--- config.mk ---
export PLATFORM = sky130hd
export DESIGN_NAME = bam_break_unit
export DESIGN_NICKNAME = d
export VERILOG_FILES = /design/src/hw/bam_pkg.sv /design/src/hw/bam_match_if.sv /design/src/hw/bam_addr_match.sv /design/src/hw/bam_break_unit.sv
export SDC_FILE = /design/constraint.sdc
export NUM_CORES = 1
export LEC_CHECK = 0
export BUFFER_PORTS_ARGS = -buffer_cell sky130_fd_sc_hd__buf_4
export CELL_PAD_IN_SITES_DETAIL_PLACEMENT = 0
export CELL_PAD_IN_SITES_GLOBAL_PLACEMENT = 2
export CORE_ASPECT_RATIO = 0.6
export CORE_UTILIZATION = 25
export CTS_CLUSTER_DIAMETER = 30
export DETAILED_ROUTE_END_ITERATION = 8
export PLACE_DENSITY_LB_ADDON = 0.1
export SLEW_MARGIN = 10
export SYNTH_ARGS = -nofsm -noshare
export SYNTH_HDL_FRONTEND = slang
export SYNTH_SLANG_ARGS = --single-unit
--- constraint.sdc ---
create_clock -name clk_i -period 1.8 [get_ports clk_i]
set_input_delay 0.18 -clock clk_i [delete_from_list [all_inputs] [get_ports clk_i]]
set_output_delay 0.18 -clock clk_i [all_outputs]
set_load 0.05 [all_outputs]
--- src/hw/bam_pkg.sv ---
`default_nettype none
package bam_pkg;

  // bus geometry
  localparam int AXI_AW = 18;
  localparam int IDX_W  = 16;

  // register indexes, byte address is four times the index
  localparam logic [IDX_W-1:0] IDX_BREAK_STAT_CTRL = 16'hFE0B;
  localparam logic [IDX_W-1:0] IDX_BP_ADDR_HIGH    = 16'hFE0C;
  localparam logic [IDX_W-1:0] IDX_BP_ADDR_LOW     = 16'hFE0D;
  localparam logic [IDX_W-1:0] IDX_BREAK_FLAG_CTRL = 16'hFE0E;
  localparam logic [IDX_W-1:0] IDX_IRQ_STATUS      = 16'hFE0F;
  localparam logic [IDX_W-1:0] IDX_IRQ_MASK        = 16'hFE10;
  localparam logic [IDX_W-1:0] IDX_SYS_STATUS      = 16'hFE11;

  // field positions
  localparam int BSC_ENABLE_BIT = 7;
  localparam int BSC_ACTIVE_BIT = 6;
  localparam int BFC_FCBE_BIT   = 7;
  localparam int SST_WAIT_BIT   = 0;
  localparam int SST_BREAK_BIT  = 1;
  localparam int SST_HV_BIT     = 2;
  localparam int IRQ_START_BIT  = 0;
  localparam int IRQ_END_BIT    = 1;
  localparam int IRQ_WAIT_BIT   = 2;
  localparam int IRQ_W          = 3;

  // reset values
  localparam logic [7:0]       BYTE_RST = 8'h00;
  localparam logic [IRQ_W-1:0] IRQ_RST  = 3'h0;

  // vector addresses
  localparam logic [15:0] VEC_USER_HIGH = 16'hFFFC;
  localparam logic [15:0] VEC_USER_LOW  = 16'hFFFD;
  localparam logic [15:0] VEC_MON_HIGH  = 16'hFEFC;
  localparam logic [15:0] VEC_MON_LOW   = 16'hFEFD;

  // bus responses
  localparam logic [1:0] RESP_OKAY   = 2'h0;
  localparam logic [1:0] RESP_SLVERR = 2'h2;

  typedef enum logic [1:0] {
    BRK_IDLE   = 2'b00,
    BRK_PEND   = 2'b01,
    BRK_ACTIVE = 2'b10
  } bam_brk_e;

  typedef struct packed {
    bam_brk_e         brk_st;
    logic             bsc_en;
    logic             act;
    logic [7:0]       bp_hi;
    logic [7:0]       bp_lo;
    logic             fcbe;
    logic             wait_brk;
    logic [IRQ_W-1:0] ist;
    logic [IRQ_W-1:0] imk;
    logic             hv_s1;
    logic             hv_s2;
    logic [15:0]      vec_hi;
    logic [15:0]      vec_lo;
    logic             aw_held;
    logic [IDX_W-1:0] aw_idx;
    logic             w_held;
    logic [7:0]       w_byte;
    logic             w_lane0;
    logic             bvalid;
    logic [1:0]       bresp;
    logic             rvalid;
    logic [7:0]       rbyte;
    logic [1:0]       rresp;
  } bam_state_s;

  localparam bam_state_s STATE_RST = '0;

  function automatic logic bam_mapped(input logic [IDX_W-1:0] idx);
    return idx inside {IDX_BREAK_STAT_CTRL, IDX_BP_ADDR_HIGH, IDX_BP_ADDR_LOW,
                       IDX_BREAK_FLAG_CTRL, IDX_IRQ_STATUS, IDX_IRQ_MASK,
                       IDX_SYS_STATUS};
  endfunction

endpackage
`default_nettype wire

--- src/hw/bam_match_if.sv ---
`default_nettype none
interface bam_match_if;
  logic [15:0] addr;
  logic [15:0] bp;
  logic        en;
  logic        is_pc;
  logic        stop;
  logic        hit;

  modport cmp (input addr, input bp, input en, input is_pc, input stop, output hit);
  modport ctl (output addr, output bp, output en, output is_pc, output stop, input hit);
endinterface
`default_nettype wire

--- src/hw/bam_addr_match.sv ---
`default_nettype none
module bam_addr_match
  import bam_pkg::*;
(
  // comparator side
  bam_match_if.cmp m
);

  // full sixteen bit compare of program counter addresses only
  assign m.hit = m.en & m.is_pc & ~m.stop & (m.addr == m.bp);

endmodule
`default_nettype wire

--- src/hw/bam_break_unit.sv ---
// Notes on behaviour
// - break waits for instruction end; match on last cycle starts at once
// - timer counter held stopped while break is in progress
// - watchdog disabled in break only while high voltage is on reset pin
// - works in wait mode; records that wait was left through a break
// - address matching inactive in stop mode; stop leaves all register values unchanged
// - enable bit 7 allows breaks on 16-bit match; write 0 or reset clears
// - hardware sets break active flag on an address match while no break is pending or active
// - software writing one to break active flag raises a break
// - reset clears break active flag
// - two byte registers hold breakpoint address high and low; reset clears
// - monitor mode fetches break vectors from FE page instead of FF page
// - break signals cpu to load software interrupt then vector
// - only program counter addresses are compared
// - flag clear enable decides if status may clear during break; the system status wait exit bit clears regardless
//
// The AXI4-Lite interface to the registers is this design's own decision.
`default_nettype none
module bam_break_unit
  import bam_pkg::*;
(
  // clock and reset
  input  wire logic              clk_i,
  input  wire logic              reset_n_i,
  input  wire logic              ce_i,
  // axi4-lite write address
  input  wire logic [AXI_AW-1:0] s_axi_awaddr_i,
  input  wire logic              s_axi_awvalid_i,
  output logic                   s_axi_awready_o,
  // axi4-lite write data
  input  wire logic [31:0]       s_axi_wdata_i,
  input  wire logic [3:0]        s_axi_wstrb_i,
  input  wire logic              s_axi_wvalid_i,
  output logic                   s_axi_wready_o,
  // axi4-lite write response
  output logic [1:0]             s_axi_bresp_o,
  output logic                   s_axi_bvalid_o,
  input  wire logic              s_axi_bready_i,
  // axi4-lite read address
  input  wire logic [AXI_AW-1:0] s_axi_araddr_i,
  input  wire logic              s_axi_arvalid_i,
  output logic                   s_axi_arready_o,
  // axi4-lite read data
  output logic [31:0]            s_axi_rdata_o,
  output logic [1:0]             s_axi_rresp_o,
  output logic                   s_axi_rvalid_o,
  input  wire logic              s_axi_rready_i,
  // cpu core
  input  wire logic [15:0]       cpu_addr_i,
  input  wire logic              cpu_addr_is_pc_i,
  input  wire logic              instr_last_cycle_i,
  input  wire logic              rti_exec_i,
  input  wire logic              wait_mode_i,
  input  wire logic              stop_mode_i,
  input  wire logic              monitor_mode_i,
  output logic                   break_start_o,
  output logic [15:0]            vec_addr_high_o,
  output logic [15:0]            vec_addr_low_o,
  // neighbours and pins
  input  wire logic              reset_pin_high_v_i,
  output logic                   timer_freeze_o,
  output logic                   watchdog_disable_o,
  output logic                   flag_clear_allow_o,
  output logic                   irq_o
);

  bam_state_s r;
  bam_state_s n;

  bam_match_if m ();

  logic             wr_go;
  logic             wr_ok;
  logic             wr_bsc;
  logic             wr_bph;
  logic             wr_bpl;
  logic             wr_bfc;
  logic             wr_ist;
  logic             wr_imk;
  logic             wr_sst;
  logic             sw_req;
  logic             in_break;
  logic             clr_ok;
  logic             brk_start;
  logic             brk_end;
  logic             idle_hit;
  logic [IDX_W-1:0] rd_idx;
  logic [7:0]       rd_byte;
  logic [IRQ_W-1:0] evt;

  // comparator hookup
  assign m.addr  = cpu_addr_i;
  assign m.bp    = {r.bp_hi, r.bp_lo};
  assign m.en    = r.bsc_en;
  assign m.is_pc = cpu_addr_is_pc_i;
  assign m.stop  = stop_mode_i;

  bam_addr_match u_match (
    .m (m.cmp)
  );

  // bus handshakes
  assign s_axi_awready_o = ce_i & ~r.aw_held & ~r.bvalid;
  assign s_axi_wready_o  = ce_i & ~r.w_held & ~r.bvalid;
  assign s_axi_arready_o = ce_i & ~r.rvalid;
  assign s_axi_bvalid_o  = r.bvalid;
  assign s_axi_bresp_o   = r.bresp;
  assign s_axi_rvalid_o  = r.rvalid;
  assign s_axi_rresp_o   = r.rresp;
  assign s_axi_rdata_o   = {24'h000000, r.rbyte};

  // write decode, performed once address and data are both held
  assign wr_go  = r.aw_held & r.w_held & ~r.bvalid;
  assign wr_ok  = wr_go & r.w_lane0;
  assign wr_bsc = wr_ok & (r.aw_idx == IDX_BREAK_STAT_CTRL);
  assign wr_bph = wr_ok & (r.aw_idx == IDX_BP_ADDR_HIGH);
  assign wr_bpl = wr_ok & (r.aw_idx == IDX_BP_ADDR_LOW);
  assign wr_bfc = wr_ok & (r.aw_idx == IDX_BREAK_FLAG_CTRL);
  assign wr_ist = wr_ok & (r.aw_idx == IDX_IRQ_STATUS);
  assign wr_imk = wr_ok & (r.aw_idx == IDX_IRQ_MASK);
  assign wr_sst = wr_ok & (r.aw_idx == IDX_SYS_STATUS);

  // software break request
  assign sw_req = wr_bsc & r.w_byte[BSC_ACTIVE_BIT];

  assign in_break = (r.brk_st == BRK_ACTIVE);
  assign clr_ok   = ~in_break | r.fcbe;
  assign idle_hit = m.hit & (r.brk_st == BRK_IDLE);

  // read mux
  assign rd_idx = s_axi_araddr_i[AXI_AW-1:2];

  always_comb begin
    rd_byte = BYTE_RST;
    case (rd_idx)
      IDX_BREAK_STAT_CTRL: begin
        rd_byte[BSC_ENABLE_BIT] = r.bsc_en;
        rd_byte[BSC_ACTIVE_BIT] = r.act;
      end
      IDX_BP_ADDR_HIGH: begin
        rd_byte = r.bp_hi;
      end
      IDX_BP_ADDR_LOW: begin
        rd_byte = r.bp_lo;
      end
      IDX_BREAK_FLAG_CTRL: begin
        rd_byte[BFC_FCBE_BIT] = r.fcbe;
      end
      IDX_IRQ_STATUS: begin
        rd_byte[IRQ_W-1:0] = r.ist;
      end
      IDX_IRQ_MASK: begin
        rd_byte[IRQ_W-1:0] = r.imk;
      end
      IDX_SYS_STATUS: begin
        rd_byte[SST_WAIT_BIT]  = r.wait_brk;
        rd_byte[SST_BREAK_BIT] = in_break;
        rd_byte[SST_HV_BIT]    = r.hv_s2;
      end
      default: begin
        rd_byte = BYTE_RST;
      end
    endcase
  end

  // next state
  always_comb begin
    n         = r;
    brk_start = 1'b0;
    brk_end   = 1'b0;
    evt       = IRQ_RST;

    // high voltage pin synchroniser
    n.hv_s1 = reset_pin_high_v_i;
    n.hv_s2 = r.hv_s1;

    // vector page select
    n.vec_hi = monitor_mode_i ? VEC_MON_HIGH : VEC_USER_HIGH;
    n.vec_lo = monitor_mode_i ? VEC_MON_LOW : VEC_USER_LOW;

    // break sequencer; in wait no instruction runs, so start at once
    case (r.brk_st)
      BRK_IDLE: begin
        if (m.hit | sw_req) begin
          if (instr_last_cycle_i | wait_mode_i) begin
            brk_start = 1'b1;
          end else begin
            n.brk_st = BRK_PEND;
          end
        end
      end
      BRK_PEND: begin
        if (instr_last_cycle_i | wait_mode_i) begin
          brk_start = 1'b1;
        end
      end
      BRK_ACTIVE: begin
        if (rti_exec_i) begin
          n.brk_st = BRK_IDLE;
          brk_end  = 1'b1;
        end
      end
      default: begin
        n.brk_st = BRK_IDLE;
      end
    endcase
    if (brk_start) begin
      n.brk_st = BRK_ACTIVE;
    end

    // enable and active flag, set wins over a written zero
    if (wr_bsc) begin
      n.bsc_en = r.w_byte[BSC_ENABLE_BIT];
      n.act    = r.w_byte[BSC_ACTIVE_BIT];
    end
    if (idle_hit) begin
      n.act = 1'b1;
    end

    // breakpoint address bytes
    if (wr_bph) begin
      n.bp_hi = r.w_byte;
    end
    if (wr_bpl) begin
      n.bp_lo = r.w_byte;
    end
    if (wr_bfc) begin
      n.fcbe = r.w_byte[BFC_FCBE_BIT];
    end

    // wait exit record
    if (wr_sst & ~r.w_byte[SST_WAIT_BIT]) begin
      n.wait_brk = 1'b0;
    end
    if (brk_start & wait_mode_i) begin
      n.wait_brk = 1'b1;
    end

    // interrupt status, write one to clear
    evt[IRQ_START_BIT] = brk_start;
    evt[IRQ_END_BIT]   = brk_end;
    evt[IRQ_WAIT_BIT]  = brk_start & wait_mode_i;
    if (wr_ist & clr_ok) begin
      n.ist = r.ist & ~r.w_byte[IRQ_W-1:0];
    end
    n.ist = n.ist | evt;
    if (wr_imk) begin
      n.imk = r.w_byte[IRQ_W-1:0];
    end

    // write channels
    if (s_axi_awvalid_i & s_axi_awready_o) begin
      n.aw_held = 1'b1;
      n.aw_idx  = s_axi_awaddr_i[AXI_AW-1:2];
    end
    if (s_axi_wvalid_i & s_axi_wready_o) begin
      n.w_held  = 1'b1;
      n.w_byte  = s_axi_wdata_i[7:0];
      n.w_lane0 = s_axi_wstrb_i[0];
    end
    if (wr_go) begin
      n.aw_held = 1'b0;
      n.w_held  = 1'b0;
      n.bvalid  = 1'b1;
      n.bresp   = bam_mapped(r.aw_idx) ? RESP_OKAY : RESP_SLVERR;
    end
    if (r.bvalid & s_axi_bready_i) begin
      n.bvalid = 1'b0;
    end

    // read channels
    if (s_axi_arvalid_i & s_axi_arready_o) begin
      n.rvalid = 1'b1;
      n.rbyte  = rd_byte;
      n.rresp  = bam_mapped(rd_idx) ? RESP_OKAY : RESP_SLVERR;
    end
    if (r.rvalid & s_axi_rready_i) begin
      n.rvalid = 1'b0;
    end
  end

  // state register; reset clears all flags and address bytes
  always_ff @(posedge clk_i or negedge reset_n_i) begin
    if (!reset_n_i) begin
      r <= STATE_RST;
    end else if (ce_i) begin
      r <= n;
    end
  end

  // outputs toward cpu and neighbours
  assign break_start_o      = brk_start & ce_i;
  assign vec_addr_high_o    = r.vec_hi;
  assign vec_addr_low_o     = r.vec_lo;
  assign timer_freeze_o     = in_break;
  assign watchdog_disable_o = in_break & r.hv_s2;
  assign flag_clear_allow_o = clr_ok;
  assign irq_o              = |(r.ist & r.imk);
endmodule
`default_nettype wire

### Word level (Yosys, flattened, before mapping)

Index checks and enable logic that the tools add are counted.

| storage, ports and cells | value |
|---|---|
| register bits after elaboration | 103 |
| input port bits | 103 |
| output and inout port bits | 78 |

| cells by class | value |
|---|---|
| equal/unequal tests | 21 |
| multiplexer cells | 31 |
| bitwise logic cells | 44 |
| reduce and logical (&&, ||, !) cells | 26 |

Operator list:

| cell | count |
|---|---|
| $eq A16 B16 Y1 const B | 14 |
| $and A1 B1 Y1 | 30 |
| $reduce_and A2 Y1 | 15 |
| $mux W9 | 2 |
| $mux W17 | 1 |
| $eq A16 B16 Y1 | 1 |
| $pmux W3 S5 | 1 |
| $reduce_bool A7 Y1 | 2 |
| $mux W1 | 12 |
| $mux W2 | 6 |
| $reduce_bool A2 Y1 | 6 |
| $mux W11 | 1 |
| $mux W10 | 1 |
| $not A1 Y1 | 7 |
| $and A3 B3 Y3 | 2 |
| $mux W3 | 2 |
| $ne A3 B2 Y1 const B | 2 |
| $pmux W2 S3 | 1 |
| $pmux W3 S2 | 1 |
| $reduce_and A5 Y1 | 1 |
| $pmux W1 S4 | 1 |
| $ne A3 B3 Y1 const B | 1 |
| $not A3 Y3 | 1 |
| $or A1 B1 Y1 | 3 |
| other kinds (8) | 8 |

### Depth between registers and ports, before layout

Gate-level depths: netlist of the first run.

| depth | value |
|---|---|
| depth after elaboration | 11 |
| depth in mapped cells | 7 |

### Modules after synthesis

A second synthesis of the first run with hierarchy kept.

| unflattened totals | value |
|---|---|
| cells, all modules | 378 |
| area total of the unflattened synthesis | 4,050.1 um^2 |

By module, submodules not included:

| module | times used | cells each | area an instance (um^2) | sequential area each (um^2) |
|---|---|---|---|---|
| bam_break_unit | 1 | 355 | 3,863.7 | 1,776.7 |
| bam_addr_match | 1 | 23 | 186.4 | 0.0 |

### Least setup slack after synthesis of the first run

Ideal clock, no wire load.

| timing path | value |
|---|---|
| path type | flip-flop to flip-flop |
| start | register r (netlist bit s_axi_bvalid_o) |
| end | register r[28] (netlist name) |
| arrival | 2.567 ns |
| required time | 1.675 ns |
| setup slack | -0.891 ns |
| cell stages (with the launch flop) | 7 |
| path through | dfrtp_1 > nand2b_1 > nor2_1 > and2_1 > clkbuf_1 > buf_2 > mux2_2 |

| between the ends | value |
|---|---|
| longest elaborated chain between the ends | 4 |

RTL lines:

| item | RTL line | source |
|---|---|---|
| start: declaration | bam_break_unit.sv:67 | `bam_state_s r;` |
| start signal: assignment | bam_break_unit.sv:287 | `r <= n;` |
| $not A1 Y1 | bam_break_unit.sv:103 | `assign s_axi_awready_o = ce_i & ~r.aw_held & ~r.bvalid;` |
| $and A1 B1 Y1 | bam_break_unit.sv:103 |  |
| named net s_axi_awready_o | bam_break_unit.sv:29 | `output logic s_axi_awready_o,` |
| $and A1 B1 Y1 | bam_break_unit.sv:252 | `if (s_axi_awvalid_i & s_axi_awready_o) begin` |
| $reduce_and A2 Y1 (no source line) | n/a |  |

The timed path passes the listed nets, and every way through them passes these cells.
A chain may end at the register's enable or synchronous reset.

### Final worst setup path of the first run

| timing path | value |
|---|---|
| start | register r[29] (netlist name) |
| end | output port break_start_o |

| between the ends | value |
|---|---|
| longest elaborated chain between the ends | 7 |

RTL lines:

| item | RTL line | source |
|---|---|---|
| $eq A16 B16 Y1 | bam_break_unit.sv:115 | `assign wr_bsc = wr_ok & (r.aw_idx == IDX_BREAK_STAT_CTRL);` |
| $and A1 B1 Y1 | bam_break_unit.sv:115 |  |
| $and A1 B1 Y1 | bam_break_unit.sv:124 | `assign sw_req = wr_bsc & r.w_byte[BSC_ACTIVE_BIT];` |
| $or A1 B1 Y1 | bam_break_unit.sv:184 | `if (m.hit \| sw_req) begin` |
| $mux W1 | bam_break_unit.sv:184 |  |
| $pmux W1 S2 | bam_break_unit.sv:182 | `case (r.brk_st)` |
| $and A1 B1 Y1 | bam_break_unit.sv:292 | `assign break_start_o = brk_start & ce_i;` |
| end: declaration | bam_break_unit.sv:56 | `output logic break_start_o,` |

No other way between the ends.

==> impl_metrics.yaml, run 1 <==
status:
  outcome: "finished with violations"
  violations: "negative setup slack"
die:
  dieArea_mm2: 0.01635
  ios: 181
  dieHeight_um: 99.44
  rows: 35
  die_w_um: 164.4
  core-area_mm2: 0.01541
  start_util_pct: 25.67
layout:
  area.sequential_mm2: 0.001780
  drive_above_1_share_pct: 53.56
  area_growth_pct: 42.76
  fin_nets: 605
  n_fill_cell: 1585
  antennaDiodeCount: 0
  finish.utilization_pct: 36.64
  multi_input_area_mm2: 0.001871
  fin_cells: 709
placed_design:
  hpwlAfterDp_um: 8639
  port_buffers: 120
  dp_cells: 679
  gp_congestion: 0.7411
setup_path:
  worstSetupStartpointType: "register"
  end_kind: "output pin"
  worstPathRequired_ns: 1.62
  crit_arrival_ns: 2.19
  r2r_start: "r[29]"
  cpMaxStageDelayCell: "or4_4"
  path_class: "reg -> out"
  crit_chain: "or3_4 -> or4_4 -> nor4_4 -> buf_4 -> a211oi_4 -> nor2_4 -> buf_8"
  cp_max_fo: 2
  worstSetupStartpoint: "r[29]"
  critPathMaxStageDelay_ns: 0.50
synth:
  yosysMostFrequentCell: "dfrtp_1"
  netlist_instances: 364
  synth_seq_area_share_pct: 44.91
  synth_area_leader_cell: "dfrtp_1"
  ys_types: 46
  async_reset_ff_share_pct: 100.0
  synth_edf_count: 0
  ys.flop_type: "dfrtp_1"
  yosysTopAreaCellShare_pct: 44.91
  avgSynthCellArea_um2: 10.87
  ys_top_cells_by_area: "dfrtp_1 45%, mux2_2 14%, buf_4 13%"
  syn-cell-area_mm2: 0.003956
  synth_seq_cells: 71
  netlist_top_cells_count: "71 x dfrtp_1, 69 x buf_4, 50 x mux2_2"
  ys_warn_count: 0
pwr:
  p_int_uw: 4058
  powerDensity_mw_per_mm2: 1059
  p_switching_uw: 1922
  ir_drop_v: 0.0004708
  swShare_pct: 32.14
  p_leak_uw: 0.002634
  clkPwrFrac_pct: 31.6
  combPwrFrac_pct: 31.2
  seqPwrFrac_pct: 37.2
timing:
  setup_viol: 28
  setup_ws_ns: -0.5681
  post-route-period-util_pct: 131.6
  slew_viol_final: 0
  hold_viol_final: 0
  rsz0062_at_grt: "true"
  fmax_mhz: 422.3
  finClkSkew_ns: 0.009019
  min_period_ns: 2.368
clocking:
  cts_made_buffers: 9
  htreeDepth: 3
  tritoncts: "built"
  clk_latency_ns: 0.34
  root_buffer: "clkbuf_16"
  clockBufferDepth: 2
  clk_pin_slew_ns: 0.06
  clock-sinks: 71
flow_run:
  drv_cap: 0
global_routing:
  grt_pass1_wl_um: 17010
  grt_use_total_pct: 14.11
  gr-total-overflow: 0
  antenna_found_initial: 0
  grt_pass1_vias: 3047
  grt_max_degree: 51
detailed_routing:
  drc: 0
  first_iter_violations: 92
  vias: 2936
  ant_nets: 0
  via_per_inst: 4.141
  wl_per_cell_um: 15.56
  drt_wl_total_um: 11030
  dr.pass1.iters: 4
hold_path:
  hold_path.startpoint: "monitor_mode_i"
  min_path_type: "in -> reg"
metal layers:
layer | track usage (%) | vias to the layer above | share of wire (%)
li1 | - | 1446 | -
met1 | 22.33 | 1410 | 56
met2 | 18.73 | 75 | 39
met3 | 3.503 | 5 | 4.4
met4 | 2.964 | 0 | 0.54
met5 | 0 | - | 0
logic make-up after synthesis:
kind of cell | Yosys count | share of synthesized area (%)
AO/OA/AOI/OAI | 41 | 6.262
XOR/XNOR | 17 | 3.763
buffers and inverters | 82 | 14.39
flip-flops | 71 | 44.91
multiplexers | 58 | 16.26
other | 1 | 0.09479
AND/OR/NAND/NOR | 94 | 14.33
critical path, delay by kind of cell, from the launching register on:
family                 cells  cell delay (ns)
buffers and inverters      2             0.31
AOI/OAI and AO/OA          1             0.04
DFF                        1             0.38
and+or+nand+nor            4             1.12
stage by stage:
step	setup slack, ns	hold WS, ns	power, uW	area [um^2]	setup TNS (ns)
floorplan	-0.2685	-0.1156	3250	4113	-7.676
global placement	-0.2701	0.1028	3937	5069	-4.768
detailed placement	-0.2843	0.1016	3953	5069	-5.709
CTS	-0.6012	0.02306	6044	5535	-4.694
global route	-0.6552	0.01862	6303	5648	-6.331
finish	-0.5681	0.02739	5979	5648	-4.323
layout make-up:
class / count / area share [%]
well taps: 203 / 4.497
inverters: 4 / 0.2658
clock buffers: 10 / 4.054
clock inverters: 5 / 1.484
flip-flops and latches: 71 / 31.52
multi-input cells: 239 / 33.12
repair buffers: 177 / 25.06
timing repair:
item / CTS / global route
buffers inserted: 6 / 8
setup endpoints to repair: 28 / 57
resized for setup: 26 / 13
hold endpoints to repair: 21 / 0
pin swaps: 8 / 7
hold buffers: 1 / 0
power groups by stage:
stage / Clock (uW) / Sequential (uW) / Combinational [uW]
4_1_cts: 1950 / 2220 / 1870
2_1_floorplan: 0 / 2210 / 1040
3_3_place_gp: 0 / 2230 / 1700
3_5_place_dp: 0 / 2240 / 1720
5_1_grt: 2030 / 2270 / 2010
6_report: 1890 / 2220 / 1870
layout by cell type, fill, tap and decap left out, types with 2 or more instances in the layout:
| cell | instances |
|---|---|
| nand2_4 | 2 |
| conb_1 | 29 |
| xnor2_1 | 16 |
| mux2_4 | 4 |
| nor4_4 | 2 |
| nor2b_1 | 4 |
| nor4b_1 | 2 |
| dfrtp_1 | 68 |
| o21a_1 | 2 |
| nand3_1 | 4 |
| o31ai_1 | 2 |
| buf_6 | 7 |
| buf_4 | 164 |
| o21ai_0 | 17 |
| mux2i_1 | 8 |
| bufinv_16 | 2 |
| o21ai_1 | 3 |
| a22o_1 | 2 |
| nand2b_1 | 3 |
| nand3b_1 | 3 |
| buf_12 | 4 |
| inv_1 | 4 |
| a22oi_1 | 2 |
| a21oi_1 | 6 |
| nand4_1 | 9 |
| mux2_2 | 46 |
| clkinvlp_4 | 2 |
| nor2_1 | 11 |
| dfrtp_2 | 3 |
| and2_1 | 2 |
| nand4b_1 | 3 |
| nand2_1 | 24 |
| clkbuf_16 | 9 |
| nand2b_2 | 2 |
| nor2_4 | 6 |
| nor3_1 | 2 |
path summary, 6_finish.rpt:
path                                             to  cells past startpoint  slack, ns
worst min register to register     s_axi_rdata_o[7]                      2       0.48
worst max register to register              m.bp[7]                      7      -0.21
min in group asynchronous                     r[36]                      2       0.28
worst min-delay path             vec_addr_high_o[8]                      2       0.03
max in group asynchronous       vec_addr_high_o[14]                      3       0.93
worst max-delay path                  break_start_o                      7      -0.57
sequential cells by signal (all words and copies together) (netlist names):
register and count:
s_axi_rdata_o 8, s_axi_bvalid_o 1, s_axi_bresp_o 1, m.en 1, s_axi_rvalid_o 1, vec_addr_high_o 2
r 39, n 1, s_axi_rresp_o 1, m.bp 16
(Power assumes the default switching activity.)
==> run 2, diff against run 1 <==
Settings changed: TNS_END_PERCENT from default to 10.
==> impl_metrics.yaml, run 2 (same netlist as run 1, synthesis figures left out) <==
timing:
  min_period_ns: 2.386
  fmax_mhz: 419.2
  slew_viol_final: 0
  finClkSkew_ns: 0.008553
  finalSetupTns_ns: -4.010
  setup_viol: 27
  rsz0062_at_grt: "true"
  whs_ns: 0.02903
  hold_viol_final: 0
  post-route-period-util_pct: 132.5
  setup_ws_ns: -0.5856
global_routing:
  grt_use_total_pct: 14.12
  antenna_found_initial: 0
  grt_pass1_wl_um: 16950
  grt_pass1_vias: 2957
  gr-total-overflow: 0
  grt_max_degree: 31
pwr:
  p_int_uw: 4182
  seqPwrFrac_pct: 36.5
  p_leak_uw: 0.002592
  powerDensity_mw_per_mm2: 1085
  swShare_pct: 31.08
  p_switching_uw: 1886
  clkPwrFrac_pct: 34.8
  ir_drop_v: 0.0004351
  combPwrFrac_pct: 28.6
layout:
  area_growth_pct: 41.33
  area.sequential_mm2: 0.001779
  multi_input_area_mm2: 0.001876
  drive_above_1_share_pct: 51.11
  fin_cells: 698
  regMostFlops: "r"
  final_cell_mix: "157 x buf_4, 69 x dfrtp_1, 33 x mux2_2, 29 x conb_1, 25 x nand2_1"
  largest_reg_flops: 39
  antennaDiodeCount: 0
  finish.utilization_pct: 36.27
  mostFrequentLayoutCell: "buf_4"
  fin_nets: 593
  n_fill_cell: 1567
detailed_routing:
  first_iter_violations: 113
  via_per_inst: 4.168
  drt_wl_total_um: 10990
  ant_nets: 0
  wl_per_cell_um: 15.75
  vias: 2909
  dr.pass1.iters: 4
  drc: 0
die:
  dieHeight_um: 99.44
  die_w_um: 164.4
  core-area_mm2: 0.01541
  rows: 35
  start_util_pct: 25.67
  dieArea_mm2: 0.01635
  ios: 181
clocking:
  root_buffer: "clkbuf_16"
  clockBufferDepth: 2
  tritoncts: "built"
  clk_latency_ns: 0.33
  clock-sinks: 71
  htreeDepth: 3
  cts_made_buffers: 9
  clk_pin_slew_ns: 0.06
setup_path:
  cp_max_fo: 2
  path_class: "reg -> out"
  worstSetupStartpointType: "register"
  end_kind: "output pin"
  crit_arrival_ns: 2.21
  worstPathRequired_ns: 1.62
hold_path:
  min_path_type: "in -> reg"
placed_design:
  hpwlAfterDp_um: 8609
  pre_cts_ws_ns: -0.2989
  dp_cells: 679
  port_buffers: 120
  gp_congestion: 0.7636
status:
  violations: "negative setup slack"
  outcome: "finished with violations"
flow_run:
  drv_cap: 0
## run 2: cell count changes in the layout (fill, tap and decap cells not counted), sizes merged
cell	previous run	this run
bufinv	2	3
clkinv	1	2
buf	176	164
clkinvlp	2	0
clkbuf	10	11
## run 2: layer usage
metal	vias up	part of all wire (%)	wire length (um)	track usage, %
met5	-	0	0	0
met4	0	0.48	53	3.387
met3	6	5.3	587	3.169
met2	83	40	4376	18.57
met1	1390	54	5974	22.55
li1	1430	-	-	-
## run 2: layout make-up
type                            instances  area share [%]
Inverter                                4          0.2685
Clock inverter                          5           1.857
Multi-Input combinational cell        239           33.54
Sequential cell                        71           31.82
Timing Repair Buffer                  165           23.45
Clock buffer                           11           4.520
Tap cell                              203           4.542
## run 2: what timing repair did
item,4_1_cts,5_1_grt
hold buffers,1,0
gates cloned,0,0
endpoints found under the hold margin,24,0
endpoints found under the setup margin,28,56
buffers inserted,0,2
resized for setup,25,13
pin swaps,0,2
## run 2: through the flow
step,instance area (um^2),total power (uW)
2_1_floorplan,4094,3235
3_3_place_gp,5069,3908
3_5_place_dp,5069,3929
4_1_cts,5539,6136
5_1_grt,5592,6410
6_report,5592,6068
## run 2: worst paths after layout
check	from	to	slack (ns)	cells past startpoint
worst max-delay path	r[29]	break_start_o	-0.59	6
worst min-delay path	monitor_mode_i	vec_addr_high_o[8]	0.03	2
worst max register to register	r[29]	r[81]	-0.26	7
worst min register to register	s_axi_rdata_o[1]	s_axi_rdata_o[1]	0.48	2
max in group asynchronous	reset_n_i	r[17]	0.96	3
min in group asynchronous	reset_n_i	r[37]	0.29	2
## run 2: critical path, cell delays in order (launching register included)
cell and delay [ns]:
dfrtp_1 0.37, or3_4 0.39, or4_4 0.50, nor4_4 0.24, a211oi_4 0.09, nor2_4 0.11, buf_6 0.16
## run 2: power groups by stage
| stage | Combinational [uW] | Sequential (uW) | Clock [uW] |
|---|---|---|---|
| after floorplan | 1030 | 2210 | 0 |
| after global placement | 1670 | 2240 | 0 |
| after detailed placement | 1690 | 2240 | 0 |
| after CTS | 1750 | 2220 | 2160 |
| after global routing | 1880 | 2280 | 2250 |
| final | 1740 | 2220 | 2110 |
